## src/toc_pkg.sv

```systemverilog
// constants for the timer output compare unit
package toc_pkg;
	localparam int CNT_W = 8;
	localparam logic [7:0] CNT_BOTTOM = 8'h00;
	localparam logic [7:0] CNT_MAX = 8'hFF;
	localparam logic [7:0] CNT_RESET = 8'h00;
	localparam logic [7:0] CMP_RESET = 8'h00;
	localparam logic OUT_RESET = 1'b0;
	localparam logic [2:0] WGM_NORMAL = 3'h0;
	localparam logic [2:0] WGM_PC_MAX = 3'h1;
	localparam logic [2:0] WGM_CTC = 3'h2;
	localparam logic [2:0] WGM_FAST_MAX = 3'h3;
	localparam logic [2:0] WGM_PC_CMP = 3'h5;
	localparam logic [2:0] WGM_FAST_CMP = 3'h7;
	localparam logic [1:0] ACT_NONE = 2'h0;
	localparam logic [1:0] ACT_TOGGLE = 2'h1;
	localparam logic [1:0] ACT_CLEAR = 2'h2;
	localparam logic [1:0] ACT_SET = 2'h3;
	localparam logic [2:0] CS_STOPPED = 3'h0;
	localparam int CS_DIV_W = 10;
endpackage : toc_pkg

```

## src/toc_compare_unit.sv

```systemverilog
// one compare channel: buffer, comparator, flag, output state and pin mux
`timescale 1ns/1ps
module toc_compare_unit (
	// clock and reset
	input wire logic mclk,
	input wire logic rst,
	// timer context
	input wire logic tick,
	input wire logic [7:0] count,
	input wire logic block,
	input wire logic pwmMode,
	input wire logic dualSlope,
	input wire logic downCount,
	input wire logic atTop,
	input wire logic atBottom,
	// cpu side
	input wire logic cmpWr,
	input wire logic [7:0] cmpWrData,
	input wire logic [1:0] outputActionField,
	input wire logic forceCompareStrobe,
	input wire logic flagClrWr,
	input wire logic intEnable,
	input wire logic intAck,
	// results
	output logic [7:0] compareActive,
	output logic [7:0] compareBuf,
	output logic compareFlag,
	output logic outputState,
	output logic intReq,
	// pin
	input wire logic portData,
	input wire logic portDir,
	output logic pinOut,
	output logic pinOe
);
	logic matchNow;
	logic matchPend_q;
	logic applyEv;
	logic nextOut;

	////////////////////////////////////////////////////////////
	// write steering
	always_ff @(posedge mclk) begin
		if (rst) begin
			compareBuf <= toc_pkg::CMP_RESET;
		end else if (cmpWr) begin
			compareBuf <= cmpWrData;
		end
	end

	always_ff @(posedge mclk) begin
		if (rst) begin
			compareActive <= toc_pkg::CMP_RESET;
		end else if (cmpWr && !pwmMode) begin
			compareActive <= cmpWrData;
		end else if (pwmMode && tick && (dualSlope ? atTop : atBottom)) begin
			compareActive <= compareBuf;
		end
	end

	////////////////////////////////////////////////////////////
	// equality compare, blocked after counter write
	assign matchNow = (count == compareActive) && !block;

	always_ff @(posedge mclk) begin
		if (rst) begin
			matchPend_q <= 1'b0;
		end else if (tick) begin
			matchPend_q <= matchNow;
		end
	end

	always_ff @(posedge mclk) begin
		if (rst) begin
			compareFlag <= 1'b0;
		end else if (tick && matchPend_q) begin
			compareFlag <= 1'b1;
		end else if (flagClrWr || (intAck && intEnable)) begin
			compareFlag <= 1'b0;
		end
	end

	assign intReq = compareFlag && intEnable;

	////////////////////////////////////////////////////////////
	// force acts like match, non-pwm only
	assign applyEv = (tick && matchPend_q) || (forceCompareStrobe && !pwmMode);

	always_comb begin
		nextOut = outputState;
		unique case (outputActionField)
			toc_pkg::ACT_NONE: nextOut = outputState;
			toc_pkg::ACT_TOGGLE: nextOut = pwmMode ? outputState : ~outputState;
			toc_pkg::ACT_CLEAR: nextOut = pwmMode && dualSlope && downCount;
			toc_pkg::ACT_SET: nextOut = !(pwmMode && dualSlope && downCount);
		endcase
	end

	// state kept across modes, action live
	always_ff @(posedge mclk) begin
		if (rst) begin
			outputState <= toc_pkg::OUT_RESET;
		end else if (applyEv) begin
			outputState <= nextOut;
		end else if (pwmMode && !dualSlope && tick && atTop && outputActionField[1]) begin
			// fast pwm: restore level as the count wraps to bottom
			outputState <= ~outputActionField[0];
		end
	end

	assign pinOut = (outputActionField != toc_pkg::ACT_NONE) ? outputState : portData;
	assign pinOe = portDir;
endmodule : toc_compare_unit

```

## src/toc_timer8.sv

```systemverilog
// 8-bit timer with two output compare channels and normal, CTC, fast pwm and phase-correct pwm counting
`timescale 1ns/1ps
// Functional notes
// - compare counter with both values continuously
// - flag sets on tick after match
// - enabled flag requests interrupt, service clears
// - writing one clears flag
// - double buffer only in pwm modes
// - buffer transfers at top or bottom
// - cpu writes buffer or active register
// - force strobe updates output in non-pwm modes only, no flag
// - counter write blocks next tick matches
// - output state kept across mode change
// - action field not double buffered
// - reset clears output state
// - nonzero action overrides port data
// - override independent of waveform mode
// - action zero leaves output unchanged
// - mode sets counting, action sets output
// - normal mode counts up, wraps
// - overflow flag set when counter zero
// - overflow service clears flag
// - counter writable at any time
// - counter write beats counting
// - bottom is zero, max is ff
// - clock select zero stops ticks
module toc_timer8 #(
	parameter int DIV_W = toc_pkg::CS_DIV_W
) (
	// clock and reset
	input wire logic mclk,
	input wire logic rst,
	// configuration
	input wire logic [2:0] waveformModeSel,
	input wire logic [2:0] clockSourceSel,
	input wire logic extTick,
	// counter access
	input wire logic counterWr,
	input wire logic [7:0] counterWrData,
	output logic [7:0] counterValue,
	// compare access
	input wire logic cmpWrA,
	input wire logic cmpWrB,
	input wire logic [7:0] cmpWrData,
	output logic [7:0] compareValueA,
	output logic [7:0] compareValueB,
	input wire logic [1:0] outputActionFieldA,
	input wire logic [1:0] outputActionFieldB,
	input wire logic forceCompareStrobeA,
	input wire logic forceCompareStrobeB,
	// flags and interrupts
	input wire logic flagClrA,
	input wire logic flagClrB,
	input wire logic flagClrOvf,
	input wire logic intEnA,
	input wire logic intEnB,
	input wire logic intEnOvf,
	input wire logic intAckA,
	input wire logic intAckB,
	input wire logic intAckOvf,
	output logic compareFlagA,
	output logic compareFlagB,
	output logic overflowFlag,
	output logic intReqA,
	output logic intReqB,
	output logic intReqOvf,
	output logic outputStateA,
	output logic outputStateB,
	// pins
	input wire logic portDataA,
	input wire logic portDataB,
	input wire logic portDirA,
	input wire logic portDirB,
	output logic pinOutA,
	output logic pinOutB,
	output logic pinOeA,
	output logic pinOeB
);
	logic [DIV_W-1:0] div_q;
	logic tick;
	logic block_q;
	logic down_q;
	logic [7:0] cnt_q;
	logic [7:0] cnt_d;
	logic [7:0] top;
	logic pwmMode;
	logic dualSlope;
	logic atTop;
	logic atBottom;
	logic ovf_q;
	logic [7:0] actA;
	logic [7:0] actB;
	logic [7:0] bufA;
	logic [7:0] bufB;
	logic flA;
	logic flB;
	logic osA;
	logic osB;
	logic irA;
	logic irB;
	logic poA;
	logic poB;
	logic oeA;
	logic oeB;

	function automatic logic isPwm(input logic [2:0] m);
		return (m == toc_pkg::WGM_PC_MAX) || (m == toc_pkg::WGM_FAST_MAX) ||
			(m == toc_pkg::WGM_PC_CMP) || (m == toc_pkg::WGM_FAST_CMP);
	endfunction : isPwm

	////////////////////////////////////////////////////////////
	// free prescaler; select picks a tap of 1, 8, 64, 256 or 1024 clocks
	always_ff @(posedge mclk) begin
		if (rst) begin
			div_q <= '0;
		end else begin
			div_q <= div_q + 1'b1;
		end
	end

	always_comb begin
		unique case (clockSourceSel)
			toc_pkg::CS_STOPPED: tick = 1'b0;
			3'h1: tick = 1'b1;
			3'h2: tick = (div_q[2:0] == 3'h7);
			3'h3: tick = (div_q[5:0] == 6'h3F);
			3'h4: tick = (div_q[7:0] == 8'hFF);
			3'h5: tick = (div_q == '1);
			default: tick = extTick;
		endcase
	end

	////////////////////////////////////////////////////////////
	assign pwmMode = isPwm(waveformModeSel);
	assign dualSlope = pwmMode && !waveformModeSel[1];
	assign top = (waveformModeSel == toc_pkg::WGM_CTC || waveformModeSel == toc_pkg::WGM_PC_CMP ||
		waveformModeSel == toc_pkg::WGM_FAST_CMP) ? actA : toc_pkg::CNT_MAX;
	assign atTop = (cnt_q == top);
	assign atBottom = (cnt_q == toc_pkg::CNT_BOTTOM);

	always_comb begin
		cnt_d = cnt_q;
		if (tick) begin
			if (dualSlope) begin
				cnt_d = (down_q && !atBottom) || (!down_q && atTop) ? cnt_q - 8'h01 : cnt_q + 8'h01;
			end else if (waveformModeSel != toc_pkg::WGM_NORMAL && atTop) begin
				cnt_d = toc_pkg::CNT_BOTTOM;
			end else begin
				cnt_d = cnt_q + 8'h01;
			end
		end
	end

	always_ff @(posedge mclk) begin
		if (rst) begin
			cnt_q <= toc_pkg::CNT_RESET;
		end else if (counterWr) begin
			cnt_q <= counterWrData;
		end else begin
			cnt_q <= cnt_d;
		end
	end

	always_ff @(posedge mclk) begin
		if (rst) begin
			down_q <= 1'b0;
		end else if (!dualSlope) begin
			down_q <= 1'b0;
		end else if (tick && atTop) begin
			down_q <= 1'b1;
		end else if (tick && atBottom) begin
			down_q <= 1'b0;
		end
	end

	// block held until next tick, even stopped
	always_ff @(posedge mclk) begin
		if (rst) begin
			block_q <= 1'b0;
		end else if (counterWr) begin
			block_q <= 1'b1;
		end else if (tick) begin
			block_q <= 1'b0;
		end
	end

	////////////////////////////////////////////////////////////
	// overflow flag, set beats clear
	always_ff @(posedge mclk) begin
		if (rst) begin
			ovf_q <= 1'b0;
		end else if (tick && !counterWr && cnt_d == toc_pkg::CNT_BOTTOM &&
			cnt_q != toc_pkg::CNT_BOTTOM && !dualSlope) begin
			ovf_q <= 1'b1;
		end else if (tick && dualSlope && down_q && cnt_d == toc_pkg::CNT_BOTTOM) begin
			ovf_q <= 1'b1;
		end else if (flagClrOvf || (intAckOvf && intEnOvf)) begin
			ovf_q <= 1'b0;
		end
	end

	////////////////////////////////////////////////////////////
	// both channels on the shared tick
	toc_compare_unit u_chA (
		// clock and reset
		.mclk(mclk),
		.rst(rst),
		// timer context
		.tick(tick),
		.count(cnt_q),
		.block(block_q),
		.pwmMode(pwmMode),
		.dualSlope(dualSlope),
		.downCount(down_q),
		.atTop(atTop),
		.atBottom(atBottom),
		// cpu side
		.cmpWr(cmpWrA),
		.cmpWrData(cmpWrData),
		.outputActionField(outputActionFieldA),
		.forceCompareStrobe(forceCompareStrobeA),
		.flagClrWr(flagClrA),
		.intEnable(intEnA),
		.intAck(intAckA),
		// results
		.compareActive(actA),
		.compareBuf(bufA),
		.compareFlag(flA),
		.outputState(osA),
		.intReq(irA),
		// pin
		.portData(portDataA),
		.portDir(portDirA),
		.pinOut(poA),
		.pinOe(oeA)
	);

	toc_compare_unit u_chB (
		// clock and reset
		.mclk(mclk),
		.rst(rst),
		// timer context
		.tick(tick),
		.count(cnt_q),
		.block(block_q),
		.pwmMode(pwmMode),
		.dualSlope(dualSlope),
		.downCount(down_q),
		.atTop(atTop),
		.atBottom(atBottom),
		// cpu side
		.cmpWr(cmpWrB),
		.cmpWrData(cmpWrData),
		.outputActionField(outputActionFieldB),
		.forceCompareStrobe(forceCompareStrobeB),
		.flagClrWr(flagClrB),
		.intEnable(intEnB),
		.intAck(intAckB),
		// results
		.compareActive(actB),
		.compareBuf(bufB),
		.compareFlag(flB),
		.outputState(osB),
		.intReq(irB),
		// pin
		.portData(portDataB),
		.portDir(portDirB),
		.pinOut(poB),
		.pinOe(oeB)
	);

	////////////////////////////////////////////////////////////
	// registered outputs; costs one cycle of pin latency
	// counter and compare readback
	always_ff @(posedge mclk) begin
		if (rst) begin
			counterValue <= toc_pkg::CNT_RESET;
			compareValueA <= toc_pkg::CMP_RESET;
			compareValueB <= toc_pkg::CMP_RESET;
		end else begin
			counterValue <= cnt_q;
			// cpu reads back the register it writes
			compareValueA <= pwmMode ? bufA : actA;
			compareValueB <= pwmMode ? bufB : actB;
		end
	end

	// flags
	always_ff @(posedge mclk) begin
		if (rst) begin
			compareFlagA <= 1'b0;
			compareFlagB <= 1'b0;
			overflowFlag <= 1'b0;
		end else begin
			compareFlagA <= flA;
			compareFlagB <= flB;
			overflowFlag <= ovf_q;
		end
	end

	// interrupt requests
	always_ff @(posedge mclk) begin
		if (rst) begin
			intReqA <= 1'b0;
			intReqB <= 1'b0;
			intReqOvf <= 1'b0;
		end else begin
			intReqA <= irA;
			intReqB <= irB;
			intReqOvf <= ovf_q && intEnOvf;
		end
	end

	// output states
	always_ff @(posedge mclk) begin
		if (rst) begin
			outputStateA <= toc_pkg::OUT_RESET;
			outputStateB <= toc_pkg::OUT_RESET;
		end else begin
			outputStateA <= osA;
			outputStateB <= osB;
		end
	end

	// pin drive
	always_ff @(posedge mclk) begin
		if (rst) begin
			pinOutA <= 1'b0;
			pinOutB <= 1'b0;
			pinOeA <= 1'b0;
			pinOeB <= 1'b0;
		end else begin
			pinOutA <= poA;
			pinOutB <= poB;
			pinOeA <= oeA;
			pinOeB <= oeB;
		end
	end
endmodule : toc_timer8

```

## config.mk

```make
export PLATFORM = sky130hd
export DESIGN_NAME = toc_timer8
export DESIGN_NICKNAME = d
export VERILOG_FILES = /design/src/toc_pkg.sv /design/src/toc_compare_unit.sv /design/src/toc_timer8.sv
export SDC_FILE = /design/constraint.sdc
export NUM_CORES = 1
export LEC_CHECK = 0
export ABC_AREA = 0
export CORE_AREA = 2 2 109 111
export DETAILED_ROUTE_END_ITERATION = 6
export DIE_AREA = 0 0 111 113
export DONT_BUFFER_PORTS = 1
export SYNTH_ARGS = -nofsm -noshare
export SYNTH_HDL_FRONTEND = slang
export SYNTH_SLANG_ARGS = --single-unit
```

## constraint.sdc

```tcl
create_clock -name mclk -period 2.7 [get_ports mclk]
set_input_delay 0.54 -clock mclk [delete_from_list [all_inputs] [get_ports mclk]]
set_output_delay 0.54 -clock mclk [all_outputs]
set_load 0.01 [all_outputs]
```

### Word level (Yosys, flattened, before mapping)

Index checks and enable logic that the tools add are counted.

* register bits after elaboration: 95
* latch bits: 0
* memory bits (writable): 0
* memory bits (read-only): 0
* word-level logic and storage cells: 176
* memories: 0

* add/sub/neg operators: 3
* multipliers: 0
* div/mod/pow operators: 0
* order comparisons: 0
* equal/unequal tests: 27
* shift operators: 0
* multiplexer cells: 35
* bitwise operators: 5
* reductions and logical operators: 76

Operators by type and width (number)
* $mux 8: 12
* $logic_and 1x1->1: 36
* $eq 8x8->1: 3
* $mux 1: 20
* $reduce_bool 2->1: 10
* $logic_not 8->1: 2
* $eq 3x3->1 const B: 5
* $eq 3x2->1 const B: 4
* $logic_or 1x1->1: 11
* $add 10x1->10 const B: 1
* $eq 10x10->1 const B: 1
* $add 8x1->8 const B: 1
* $eq 2x2->1 const B: 4
* $eq 8x8->1 const B: 1
* $logic_not 1->1: 8
* $reduce_bool 8->1: 1
* $sub 8x1->8 const B: 1
* $eq 3x1->1 const B: 2
* $eq 6x6->1 const B: 1
* $ne 3x3->1 const B: 2
* $pmux 1 s3: 2
* $pmux 1 s6: 1
* $reduce_and 3->1: 2
* $reduce_bool 3->1: 2
* 6 further kinds: 13

### Longest topological paths before layout

Gate-level depths: netlist (run 1).

* word-level depth: 15
* mapped depth: 12
* mapped depth without buffers: 11

### Cells and area by module

From an unflattened synthesis (run 1), not the netlist that was laid out.

* cells, all modules: 526
* area, all modules: 4820.9 µm²

Modules (own cells, without submodules)
* toc_timer8: times used 1, cells an instance 312, area an instance 2701.3 µm², seq. area each 1141.1 µm²
* toc_compare_unit: times used 2, cells an instance 107, area an instance 1059.8 µm², seq. area each 380.4 µm²

### Worst setup path before layout (run 1)

No wires, ideal clock.

* path type: input to register
* start: input port waveformModeSel[0]
* end: register cnt_q[7]
* library setup time: 0.115 ns
* data arrival time: 2.660 ns
* data required time: 2.585 ns
* slack: -0.075 ns
* stages: 11
* buffers on the path: 2
* path through: clkbuf_1 nor3b_1 a21oi_1 or4b_4 a21o_1 buf_6 o21ai_1 o31ai_1 a221oi_1 o21ai_0 and2_1

* cells in the longest elaborated chain, start to end: 11
* elaborated cells on any way between the ends: 22
* classes of those cells: eq/ne (6); mux (6); reduce/logical (10)

Ends and longest elaborated chain
* start: declaration: RTL line toc_timer8.sv:34 `input wire logic [2:0] waveformModeSel,`
* $eq 3x2->1 / $eq 3x3->1 (equally long branches): RTL line toc_timer8.sv:136, toc_timer8.sv:108
* $logic_or 1x1->1 (2 in series): RTL line toc_timer8.sv:136 `assign top = (waveformModeSel == toc_pkg::WGM_CTC || waveformModeSel == toc_pkg::WGM_PC_CMP ||`
* $mux 8: RTL line toc_timer8.sv:137 `waveformModeSel == toc_pkg::WGM_FAST_CMP) ? actA : toc_pkg::CNT_MAX;`
* $eq 8x8->1: RTL line toc_timer8.sv:138 `assign atTop = (cnt_q == top);`
* $logic_and 1x1->1: RTL line toc_timer8.sv:145 `cnt_d = (down_q && !atBottom) || (!down_q && atTop) ? cnt_q - 8'h01 : cnt_q + 8'h01;`
* $logic_or 1x1->1: RTL line toc_timer8.sv:145
* $mux 8: RTL line toc_timer8.sv:145
* $mux 8 *: RTL line toc_timer8.sv:144 `if (dualSlope) begin`
* $mux 8 *: RTL line toc_timer8.sv:143 `if (tick) begin`
* $mux 8 *: RTL line toc_timer8.sv:157 `end else if (counterWr) begin`
* end signal: assignment: RTL line toc_timer8.sv:156 `cnt_q <= toc_pkg::CNT_RESET;`
* end signal: assignment: RTL line toc_timer8.sv:158 `cnt_q <= counterWrData;`
* end signal: assignment: RTL line toc_timer8.sv:160 `cnt_q <= cnt_d;`
* end: declaration: RTL line toc_timer8.sv:83 `logic [7:0] cnt_q;`

Mark *: on every way between the ends. The rest lies on a longest branch, timed or not.
A chain may end at the register's enable or synchronous reset.

### Worst setup path in the final report (run 1)

* start: register cnt_q[4]
* end: register ovf_q

* cells in the longest elaborated chain, start to end: 12
* elaborated cells on any way between the ends: 22
* classes of those cells: add/sub (2); eq/ne (1); mux (6); reduce/logical (13)

Ends and longest elaborated chain
* parallel branches: the longest is 12 deep, another holds $add 8x1->8
* end signal: assignment: RTL line toc_timer8.sv:191 `ovf_q <= 1'b0;`
* end signal: assignment: RTL line toc_timer8.sv:194 `ovf_q <= 1'b1;`
* end signal: assignment: RTL line toc_timer8.sv:196 `ovf_q <= 1'b1;`
* end: declaration: RTL line toc_timer8.sv:90 `logic ovf_q;`

Several ways; the timed one is not identified.

==> run metrics, run 1 <==
number of nets with antenna violations after routing 0; max_cap viols 0; HP Class primary input to register; FF/Latch Area 1900 µm²; Pre-Repair DR Iteration Count 5; DR vias between 3k and 4k; register area share after synthesis ~42%; core area between 10,000 and 15,000 µm²; CP Capture Type register; fill count between 1k and 1.5k; number of global-route vias before repair 3,644; DIE AREA between 10,000 and 15,000 µm²; CTS clk-pin slew, worst paths about 0.06 ns; worst slew pin tran around 0.64 ns; n_diodes 0; # hold bufs at CTS 0; final RePlAce weighted congestion just under 0.9; crit share post-route 98.5%; DP Wirelength ~8400 µm; Final Instance Count excl. Fillers between 600 and 700; Initial Util 39.8%; site row count 39; ys flop type dfxtp_1; Post-synth top cells 96 x nor2_1, 95 x dfxtp_1, 49 x mux2i_1; H-tree levels 3; gr usage total approximately a fifth; Leakage between 2 and 2.5 nW; CTS tree built; utilization after layout a little under half; grt ovf 0; Worst-Skew Late Latency ~0.35 ns; EDFF count, synth 0; Fin. Hold Viols 0; post-synth net total around 580; dominant cells by area after synthesis dfxtp_1 42%, mux2i_1 11%, nor2_1 8.0%; Max Fclk 376 MHz; # setup viols final 0; DR vias/cell between 5 and 6; synthesized area 4480 µm²; WP data arrival ~2.9 ns; area grow syn2layout 17.2%; Final Skew 0.00485 ns; largest net degree at the start of global routing between 90 and 100; Synth top area share between 40 and 50%; WL final between 10,000 and 15,000 µm; Wirelength per Cell 17.0 µm; Root Driver clkbuf_16; CTS Sinks 95; Port Buffers 0; min Tclk post-route ~2.7 ns; Ys Warns 0; dpl cells 669; Total Neg Setup Slack 0 ns; asr flop ratio synth 0%; Power Density slightly above 600 nW/µm²; first-pass GRT wire length 18,700 µm; RSZ-0062 raised after global routing yes; Initial DRC Count ~180; Worst Path Max Fanout 10; CP Launch Type register; CTS Buffer Depth 2; # IOs between 80 and 90; status completed; distinct cell type count after synthesis 53; critical path type register to register; WHS roughly 0.26 ns; CTS Buf Count 9; share of cells above drive strength 1 between 10 and 15%; syn avg cell area approximately 8.6 µm²; cells after synthesis 524; chip width ~110 µm; initial antenna violation count 0; nets approximately 600; Die Ht between 100 and 150 µm; FF+latch count, synth 95; Worst EP required between 2 and 3 ns; Multi-input gate area 2480 µm²; leading area contributor after synthesis dfxtp_1; Relative slew margins between 50% and 60%; Max Slew Vio Count 0; count leader, synth nor2_1; DRC Markers 0; Max IR drop VDD 0.000358 V
## what timing repair did
| action | in CTS | in global routing |
|---|---|---|
| buffers inserted | 0 | 4 |
| resized for setup | 11 | 12 |
| cloned | 0 | 1 |
| setup endpoints to repair | 8 | 23 |
| pin swaps | 3 | 4 |
## layout by cell type (no fill, tap or decap), types with 2 or more instances in the layout
| cell | instances |
|---|---|
| ha_1 | 5 |
| o2111ai_1 | 2 |
| a211oi_1 | 20 |
| o22ai_1 | 2 |
| nor3_1 | 7 |
| nor2_1 | 96 |
| o21ai_0 | 20 |
| clkbuf_16 | 10 |
| a221oi_1 | 2 |
| nand2_1 | 31 |
| dfxtp_2 | 2 |
| nor4_1 | 7 |
| buf_4 | 37 |
| and3_1 | 3 |
| a21o_1 | 3 |
| and2_1 | 9 |
| nor2b_1 | 17 |
| xnor2_1 | 7 |
| mux2i_1 | 48 |
| nand3_1 | 17 |
| nand4_1 | 5 |
| a22oi_1 | 2 |
| o221ai_1 | 2 |
| o211ai_1 | 2 |
| o21ai_1 | 4 |
| clkbuf_8 | 2 |
| a221oi_2 | 2 |
| o31ai_1 | 2 |
| a2111oi_4 | 2 |
| o21a_1 | 3 |
| or3_1 | 3 |
| clkinvlp_4 | 2 |
| a31oi_1 | 3 |
| a211oi_2 | 3 |
| dfxtp_1 | 93 |
| a21oi_1 | 18 |
| inv_1 | 16 |
| xor2_1 | 9 |
## cell families after synthesis
kind of cell	synth area share [%]
compound gates	16.4
xor+xnor	3.13
simple gates	21.3
fa+ha+maj	1.40
buf+inv	4.49
flops	42.4
mux	10.9
## path summary, 6_finish.rpt
path / start / depth (start not counted) / slack [ns] / endpoint
setup / recovery: cnt_q[4] / 9 / 0.04 / ovf_q
hold / removal: rst / 1 / 0.26 / outputStateA
setup reg to reg: cnt_q[4] / 9 / 0.04 / ovf_q
hold reg to reg: div_q[0] / 1 / 0.44 / div_q[0]
## per-layer routing
layer | wire, µm | GRT usage (%)
met5 | 0 | 0
met4 | 290 | 8.50
met3 | 795 | 5.41
met2 | 5550 | 31.4
met1 | 5110 | 23.0
## critical path, stage by stage, from the launching register on
cell	delay, ns
dfxtp_2	0.32
nor2b_4	0.12
a2111oi_4	0.32
or4b_4	0.54
a21o_4	0.27
or2_1	0.26
and2_1	0.18
a2111oi_2	0.29
nand4_1	0.15
o21ai_1	0.12
## stage by stage
stage	setup WS [ns]	area, µm²	total power (W)
global placement	-0.123	4800	0.00195
global route	-0.123	5260	0.00339
finish	0.0406	5260	0.00325
detailed placement	-0.106	4800	0.00195
floorplan	0.00197	4490	0.00185
CTS	0.00604	5150	0.00328
## power by group
group / switching (W) / internal [W]
Combinational: 0.000218 / 0.000196
Sequential: 0.0000593 / 0.00147
Clock: 0.000536 / 0.000770
## area by class of cell
cell class                      count  area share (%)
Sequential cell                    95            36.2
Inverter                           16            1.14
Clock inverter                      4            1.02
Timing Repair Buffer               39            6.14
Tap cell                          143            3.40
Clock buffer                       12            4.88
Multi-Input combinational cell    381            47.2
## state kept, by name, summed over array words and instances, names as in the netlist, 8 cells and up
signal	flops
cnt_q	8
compareValueA	8
compareValueB	8
counterValue	8
div_q	10
u_chA.compareActive	8
u_chA.compareBuf	8
u_chB.compareActive	8
u_chB.compareBuf	8
(Power assumes the default switching activity.)
==> inputs of run 2 (changes only) <==
--- a/config.mk
+++ b/config.mk
@@ -6,10 +6,11 @@
 export NUM_CORES = 1
 export LEC_CHECK = 0
 export ABC_AREA = 0
-export CORE_AREA = 2 2 109 111
+export CORE_AREA = 2 2 113 115
 export DETAILED_ROUTE_END_ITERATION = 6
-export DIE_AREA = 0 0 111 113
+export DIE_AREA = 0 0 115 117
 export DONT_BUFFER_PORTS = 1
 export SYNTH_ARGS = -nofsm -noshare
 export SYNTH_HDL_FRONTEND = slang
+export SYNTH_HIERARCHICAL = 1
 export SYNTH_SLANG_ARGS = --single-unit
==> run 2 against run 1 <==
First-iteration DRC count rose by 63%; maximum frequency up 6.4%; synthesized cell count grew 0.38%; area after synthesis grew 7.5%; global-route usage shrank 1.7 points; core utilization fell by 4.1 points; critical path type unchanged; critical endpoint is now cnt_q[2].
==> run metrics, run 2 <==
Final Instance Count excl. Fillers 676 (was 690); GRT met1 Usage 22.3% (was 23.0%); Relative slew margins 67.2% (was 57.2%); CTS Buffer Depth 2 (unchanged); grt peak-use layer met2 (unchanged); status completed (unchanged); synthesized area 4820 µm² (was 4480 µm²); area grow syn2layout 8.64% (was 17.2%); GR Layer Usage met3 4.69% (was 5.41%); crit share post-route 92.6% (was 98.5%); fill count 1,218 (was 1,100); DIE AREA 13,500 µm² (was 12,500 µm²); nets 573 (was 594); Leakage 2.06 nW (was 2.05 nW); gr usage total 17.2% (was 18.9%); GR Layer Usage met2 26.9% (was 31.4%); final RePlAce weighted congestion 0.891 (was 0.884); DP Wirelength 7920 µm (was 8370 µm); share of cells above drive strength 1 13.5% (was 14.3%); Post-CTS Setup Bufs 0 (unchanged); Die Ht 117 µm (was 113 µm); ys flop type dfxtp_1 (unchanged); distinct cell type count after synthesis 57 (was 53); site row count 41 (was 39); critical path type register to register (unchanged); Fin. Hold Viols 0 (unchanged); Pre-Repair DR Iteration Count 4 (was 5); largest net degree at the start of global routing 97 (was 91); number of nets with antenna violations after routing 0 (unchanged); max_cap viols 0 (unchanged); asr flop ratio synth 0% (unchanged); Total Neg Setup Slack 0 ns (unchanged); final instance area 5240 µm² (was 5260 µm²); min Tclk post-route 2.50 ns (was 2.66 ns); Worst Path Max Fanout 12 (was 10); Post-synth top cells 95 x dfxtp_1, 83 x nor2_1, 50 x mux2i_1 (was 96 x nor2_1, 95 x dfxtp_1, 49 x mux2i_1); leading area contributor after synthesis dfxtp_1 (unchanged); CTS tree built (unchanged); total power 0.00328 W (was 0.00325 W); register area share after synthesis 39.4% (was 42.4%); syn avg cell area 9.17 µm² (was 8.56 µm²); most frequent cells in the layout 95 x dfxtp_1, 83 x nor2_1, 50 x mux2i_1, 38 x nand2_1, 21 x nor2b_1 (was 96 x nor2_1, 93 x dfxtp_1, 48 x mux2i_1, 37 x buf_4, 31 x nand2_1); dominant cells by area after synthesis dfxtp_1 39%, mux2i_1 10%, nor2_1 6.5% (was dfxtp_1 42%, mux2i_1 11%, nor2_1 8.0%); Initial Util 39.2% (was 39.8%); FF+latch count, synth 95 (unchanged); count leader, synth dfxtp_1 (was nor2_1); Max Slew Vio Count 0 (unchanged); worst slew pin tran 0.491 ns (was 0.642 ns); Final Skew 0.00736 ns (was 0.00485 ns); CP Launch Type register (unchanged); Root Driver clkbuf_16 (unchanged); CTS clk-pin slew, worst paths 0.07 ns (was 0.06 ns); WHS 0.254 ns (was 0.258 ns); chip width 115 µm (was 111 µm); initial antenna violation count 0 (unchanged); Synth top area share 39.4% (was 42.4%); DR vias/cell 5.44 (was 5.47); # hold bufs at CTS 0 (unchanged); WP data arrival 2.80 ns (was 2.94 ns); Power Density 626 nW/µm² (was 619 nW/µm²); Ys Warns 6 (was 0); # setup viols final 0 (unchanged); register bank with the most flops div_q (unchanged); Worst-Skew Late Latency 0.35 ns (about the same); first-pass GRT wire length 17,900 µm (was 18,700 µm); dpl cells 660 (was 669); Port Buffers 0 (unchanged); HP Class primary input to register (unchanged); CP Capture Type register (unchanged); DP Area 4920 µm² (was 4800 µm²); n_diodes 0 (unchanged); post_cts resized 0 (was 11); max FFs per register 10 (unchanged); post-synth net total 578 (was 576); cells after synthesis 526 (was 524); core area 12,300 µm² (was 11,300 µm²); Initial DRC Count 285 (was 175); CTS Sinks 95 (unchanged); Worst EP required 3.00 ns (was 2.98 ns); H-tree levels 3 (unchanged); Max Fclk 400 MHz (was 376 MHz); DR vias 3,675 (was 3,772); grt ovf 0 (unchanged); CTS Buf Count 9 (unchanged); # IOs 83 (unchanged); Max IR drop VDD 0.000301 V (was 0.000358 V); Wirelength per Cell 16.7 µm (was 17.0 µm); RSZ-0062 raised after global routing no (was yes); WL final 11,300 µm (was 11,700 µm); DRC Markers 0 (unchanged); r2r setup slk 0.20 ns (was 0.04 ns); commonest non-fill, non-tap cell in the layout dfxtp_1 (was nor2_1); number of global-route vias before repair 3,466 (was 3,644); EDFF count, synth 0 (unchanged)
run 2: through the flow:
stage | worst slack (ns) | util, %
2_1_floorplan | 0.151 | -
3_3_place_gp | 0.0721 | 40.0
3_5_place_dp | -0.00119 | 40.0
4_1_cts | 0.154 | 42.5
5_1_grt | 0.0164 | 42.5
6_report | 0.200 | 42.5
run 2: final timing paths:
| path | from | to | cells after the start |
|---|---|---|---|
| setup / recovery | div_q[0] | cnt_q[2] | 10 |
| hold / removal | rst | counterValue[1] | 1 |
| setup reg to reg | div_q[0] | cnt_q[2] | 10 |
| hold reg to reg | div_q[0] | div_q[0] | 1 |
run 2: kinds of logic (layout without fill, tap and decap cells):
family                     after synthesis  after routing  share of synthesized area, %
adders and majority gates                5              5                          1.30
DFF                                     95             95                          39.4
muxes                                   59             59                          12.5
buffers and inverters                   41             41                          4.88
xor gates and xnor gates                29             29                          5.27
AOI/OAI and AO/OA                       89             89                          15.1
and+or+nand+nor                        208            208                          21.6
run 2: routing by layer:
| metal | vias to the layer above | wire (µm) |
|---|---|---|
| li1 | 1828 | - |
| met1 | 1735 | 5210 |
| met2 | 99 | 5190 |
| met3 | 13 | 712 |
| met4 | 0 | 185 |
| met5 | - | 0 |
run 2: report_power, final:
group          internal [W]  switching (W)
Clock              0.000743       0.000603
Sequential          0.00147      0.0000896
Combinational      0.000186       0.000184
run 2: critical path: stages (launching register included):
cell,delay (ns)
dfxtp_1,0.38
ha_1,0.22
nand2_1,0.09
nor3_2,0.22
a22oi_1,0.10
mux2_4,0.35
or3b_2,0.46
a211oi_1,0.29
a211oi_1,0.11
o21a_1,0.18
nor2_1,0.07
run 2: cell type report:
class                           instances  area, µm²  share of cell area, %
Multi-Input combinational cell        390       2690                   51.3
Sequential cell                        95       1900                   36.3
Clock buffer                            9        225                   4.30
Tap cell                              150        188                   3.58
Timing Repair Buffer                   14        105                   2.01
Clock inverter                          7       88.8                   1.70
Inverter                               11       41.3                  0.788
==> inputs of run 3 (changes only) <==
--- a/config.mk
+++ b/config.mk
@@ -5,11 +5,13 @@
 export SDC_FILE = /design/constraint.sdc
 export NUM_CORES = 1
 export LEC_CHECK = 0
-export ABC_AREA = 0
-export CORE_AREA = 2 2 113 115
+export ABC_AREA = 1
+export CAP_MARGIN = 30
+export CORE_AREA = 2 2 115 117
 export DETAILED_ROUTE_END_ITERATION = 6
-export DIE_AREA = 0 0 115 117
+export DIE_AREA = 0 0 117 119
 export DONT_BUFFER_PORTS = 1
+export SKIP_CTS_REPAIR_TIMING = 1
 export SYNTH_ARGS = -nofsm -noshare
 export SYNTH_HDL_FRONTEND = slang
 export SYNTH_HIERARCHICAL = 1
==> run 3 against run 2 <==
Non-clock buffer count is 5 lower; count of clock-buffer cells in the layout is 3 higher; worst setup slack gained 0.11 ns; clock skew about the same; die area grew 3.5%; total power up 5.5%; combinational power is 31% higher; synthesized cell count rose by 39%; clock power rose by 4%.
==> run metrics, run 3 <==
largest net degree at the start of global routing 36 (was 97); Ys Warns 6 (unchanged); EDFF count, synth 0 (unchanged); leading area contributor after synthesis dfxtp_1 (unchanged); HP Class primary input to register (unchanged); Max IR drop VDD 0.000383 V (was 0.000301 V); Max Fclk 418 MHz (was 400 MHz); core area 12,900 µm² (was 12,300 µm²); FF+latch count, synth 95 (unchanged); worst slew pin tran 0.887 ns (was 0.491 ns); Post-synth top cells 145 x nand2_1, 114 x inv_1, 95 x dfxtp_1 (was 95 x dfxtp_1, 83 x nor2_1, 50 x mux2i_1); Power Density 644 nW/µm² (was 626 nW/µm²); distinct cell type count after synthesis 37 (was 57); CTS Buffer Depth 2 (unchanged); site row count 42 (was 41); register area share after synthesis 38.4% (was 39.4%); CTS tree built (unchanged); grt ovf 0 (unchanged); Total Neg Setup Slack 0 ns (unchanged); register bank with the most flops div_q (unchanged); Worst Path Max Fanout 14 (was 12); Die Ht 119 µm (was 117 µm); count leader, synth nand2_1 (was dfxtp_1); share of cells above drive strength 1 8.68% (was 13.5%); critical path type register to register (unchanged); DR vias/cell 4.89 (was 5.44); number of nets with antenna violations after routing 0 (unchanged); n_diodes 0 (unchanged); syn avg cell area 6.78 µm² (was 9.17 µm²); min Tclk post-route 2.39 ns (was 2.50 ns); status completed (unchanged); ys flop type dfxtp_1 (unchanged); GR Layer Usage met2 30.6% (was 26.9%); CP Launch Type register (unchanged); asr flop ratio synth 0% (unchanged); Max Slew Vio Count 0 (unchanged); GR Layer Usage met3 5.60% (was 4.69%); CP Capture Type register (unchanged); Final Skew 0.00707 ns (was 0.00736 ns); crit share post-route 88.6% (was 92.6%); Leakage 2.47 nW (was 2.06 nW); gr usage total 18.8% (was 17.2%); Fin. Hold Viols 0 (unchanged); CTS Buf Count 9 (unchanged); Initial DRC Count 240 (was 285); area grow syn2layout 8.23% (was 8.64%); DR vias 4,414 (was 3,675); # setup viols final 0 (unchanged); Synth top area share 38.4% (was 39.4%); GRT met1 Usage 23.6% (was 22.3%); Wirelength per Cell 13.9 µm (was 16.7 µm); max_cap viols 0 (unchanged); RSZ-0062 raised after global routing no (unchanged); Initial Util 38.5% (was 39.2%); fill count 1,368 (was 1,218); grt peak-use layer met2 (unchanged); # IOs 83 (unchanged); CTS Sinks 95 (unchanged); R2R cell count 16 (was 10); Relative slew margins 40.8% (was 67.2%); CTS clk-pin slew, worst paths 0.07 ns (about the same); DIE AREA 13,900 µm² (was 13,500 µm²); cells after synthesis 731 (was 526); chip width 117 µm (was 115 µm); Hold Crit Depth 1 (unchanged); Worst-Skew Late Latency 0.35 ns (about the same); H-tree levels 3 (unchanged); commonest non-fill, non-tap cell in the layout nand2_1 (was dfxtp_1); first-pass GRT wire length 20,300 µm (was 17,900 µm); WP data arrival 2.63 ns (was 2.80 ns); Root Driver clkbuf_16 (unchanged); Final Instance Count excl. Fillers 902 (was 676); final RePlAce weighted congestion 0.940 (was 0.891); dpl cells 886 (was 660); Port Buffers 0 (unchanged); max FFs per register 10 (unchanged); dominant cells by area after synthesis dfxtp_1 38%, nand2_1 11%, inv_1 8.6% (was dfxtp_1 39%, mux2i_1 10%, nor2_1 6.5%); DP Wirelength 9350 µm (was 7920 µm); post-synth net total 783 (was 578); Worst EP required 2.94 ns (was 3.00 ns); synthesized area 4960 µm² (was 4820 µm²); Pre-Repair DR Iteration Count 5 (was 4); initial antenna violation count 0 (unchanged); most frequent cells in the layout 145 x nand2_1, 114 x inv_1, 95 x dfxtp_1, 85 x nor2_1, 67 x o21ai_0 (was 95 x dfxtp_1, 83 x nor2_1, 50 x mux2i_1, 38 x nand2_1, 21 x nor2b_1); nets 773 (was 573); WL final 12,500 µm (was 11,300 µm); DRC Markers 0 (unchanged); number of global-route vias before repair 4,233 (was 3,466)
## run 3: cell types whose count changed in the layout (fill, tap and decap cells not counted), moves of 9 or more
cell	delta
inv_1	+104
nand2_2	+9
nand3_1	+30
nand2_1	+107
nand4_1	+9
mux2i_1	-50
o21ai_0	+59
a211oi_2	-18
a21oi_1	+42
nor2b_1	-21
## run 3: area by class of cell
type | instances | area (µm²) | area share (%)
multi-input combinational | 482 | 2380 | 44.3
sequential | 95 | 1900 | 35.4
clock buffer | 12 | 256 | 4.78
tap | 176 | 220 | 4.10
timing repair buffer | 9 | 67.6 | 1.26
clock inverter | 4 | 76.3 | 1.42
inverter | 124 | 467 | 8.70
## run 3: kinds of logic after synthesis
kind of cell	after synthesis	share of synthesized area [%]
and+or+nand+nor	315	28.1
buffers and inverters	154	13.7
AOI/OAI and AO/OA	145	15.5
DFF	95	38.4
xor gates and xnor gates	17	3.00
adders and majority gates	5	1.26
## run 3: final timing paths
| check | from | endpoint | slack (ns) |
|---|---|---|---|
| worst min-delay path | rst | ovf_q | 0.25 |
| worst max-delay path | div_q[0] | u_chA/compareActive[7] | 0.31 |
| worst min register to register | ovf_q | intReqOvf | 0.43 |
| worst max register to register | div_q[0] | u_chA/compareActive[7] | 0.31 |
## run 3: metal layers
metal	wire, µm	vias to the layer above	share of wire (%)
met4	217	0	1.7
li1	-	2274	-
met2	5880	124	47
met3	819	18	6.5
met5	0	-	0
met1	5590	1998	45
## run 3: per-stage QoR
stage | worst slack [ns] | utilization, % | hold slack [ns] | area [µm²] | power [W]
after floorplan | 0.626 | - | 0.410 | 4960 | 0.00198
after global placement | 0.354 | 39.1 | 0.419 | 5030 | 0.00206
after detailed placement | 0.308 | 39.1 | 0.426 | 5030 | 0.00207
after CTS | 0.285 | 41.7 | 0.234 | 5370 | 0.00350
after global routing | 0.0207 | 41.7 | 0.234 | 5370 | 0.00363
final | 0.309 | 41.7 | 0.250 | 5370 | 0.00346
## run 3: worst max-delay path, stage by stage, from the launching register on
cell,delay (ns)
dfxtp_1,0.36
ha_1,0.18
nand3_1,0.11
nor2_1,0.21
nand2_1,0.12
nor2_1,0.15
nand2_1,0.07
nand2_1,0.06
nand3_1,0.11
clkinv_2,0.20
nand2_1,0.13
inv_1,0.09
nand3_2,0.07
nand2_2,0.10
inv_2,0.10
o21ai_0,0.16
a21oi_1,0.06
## run 3: where the power goes
part / switching (W) / total (W) / internal (W)
combinational: 0.000310 / 0.000484 / 0.000173
clock: 0.000547 / 0.00141 / 0.000866
sequential: 0.0000749 / 0.00156 / 0.00149
total: 0.000933 / 0.00346 / 0.00252
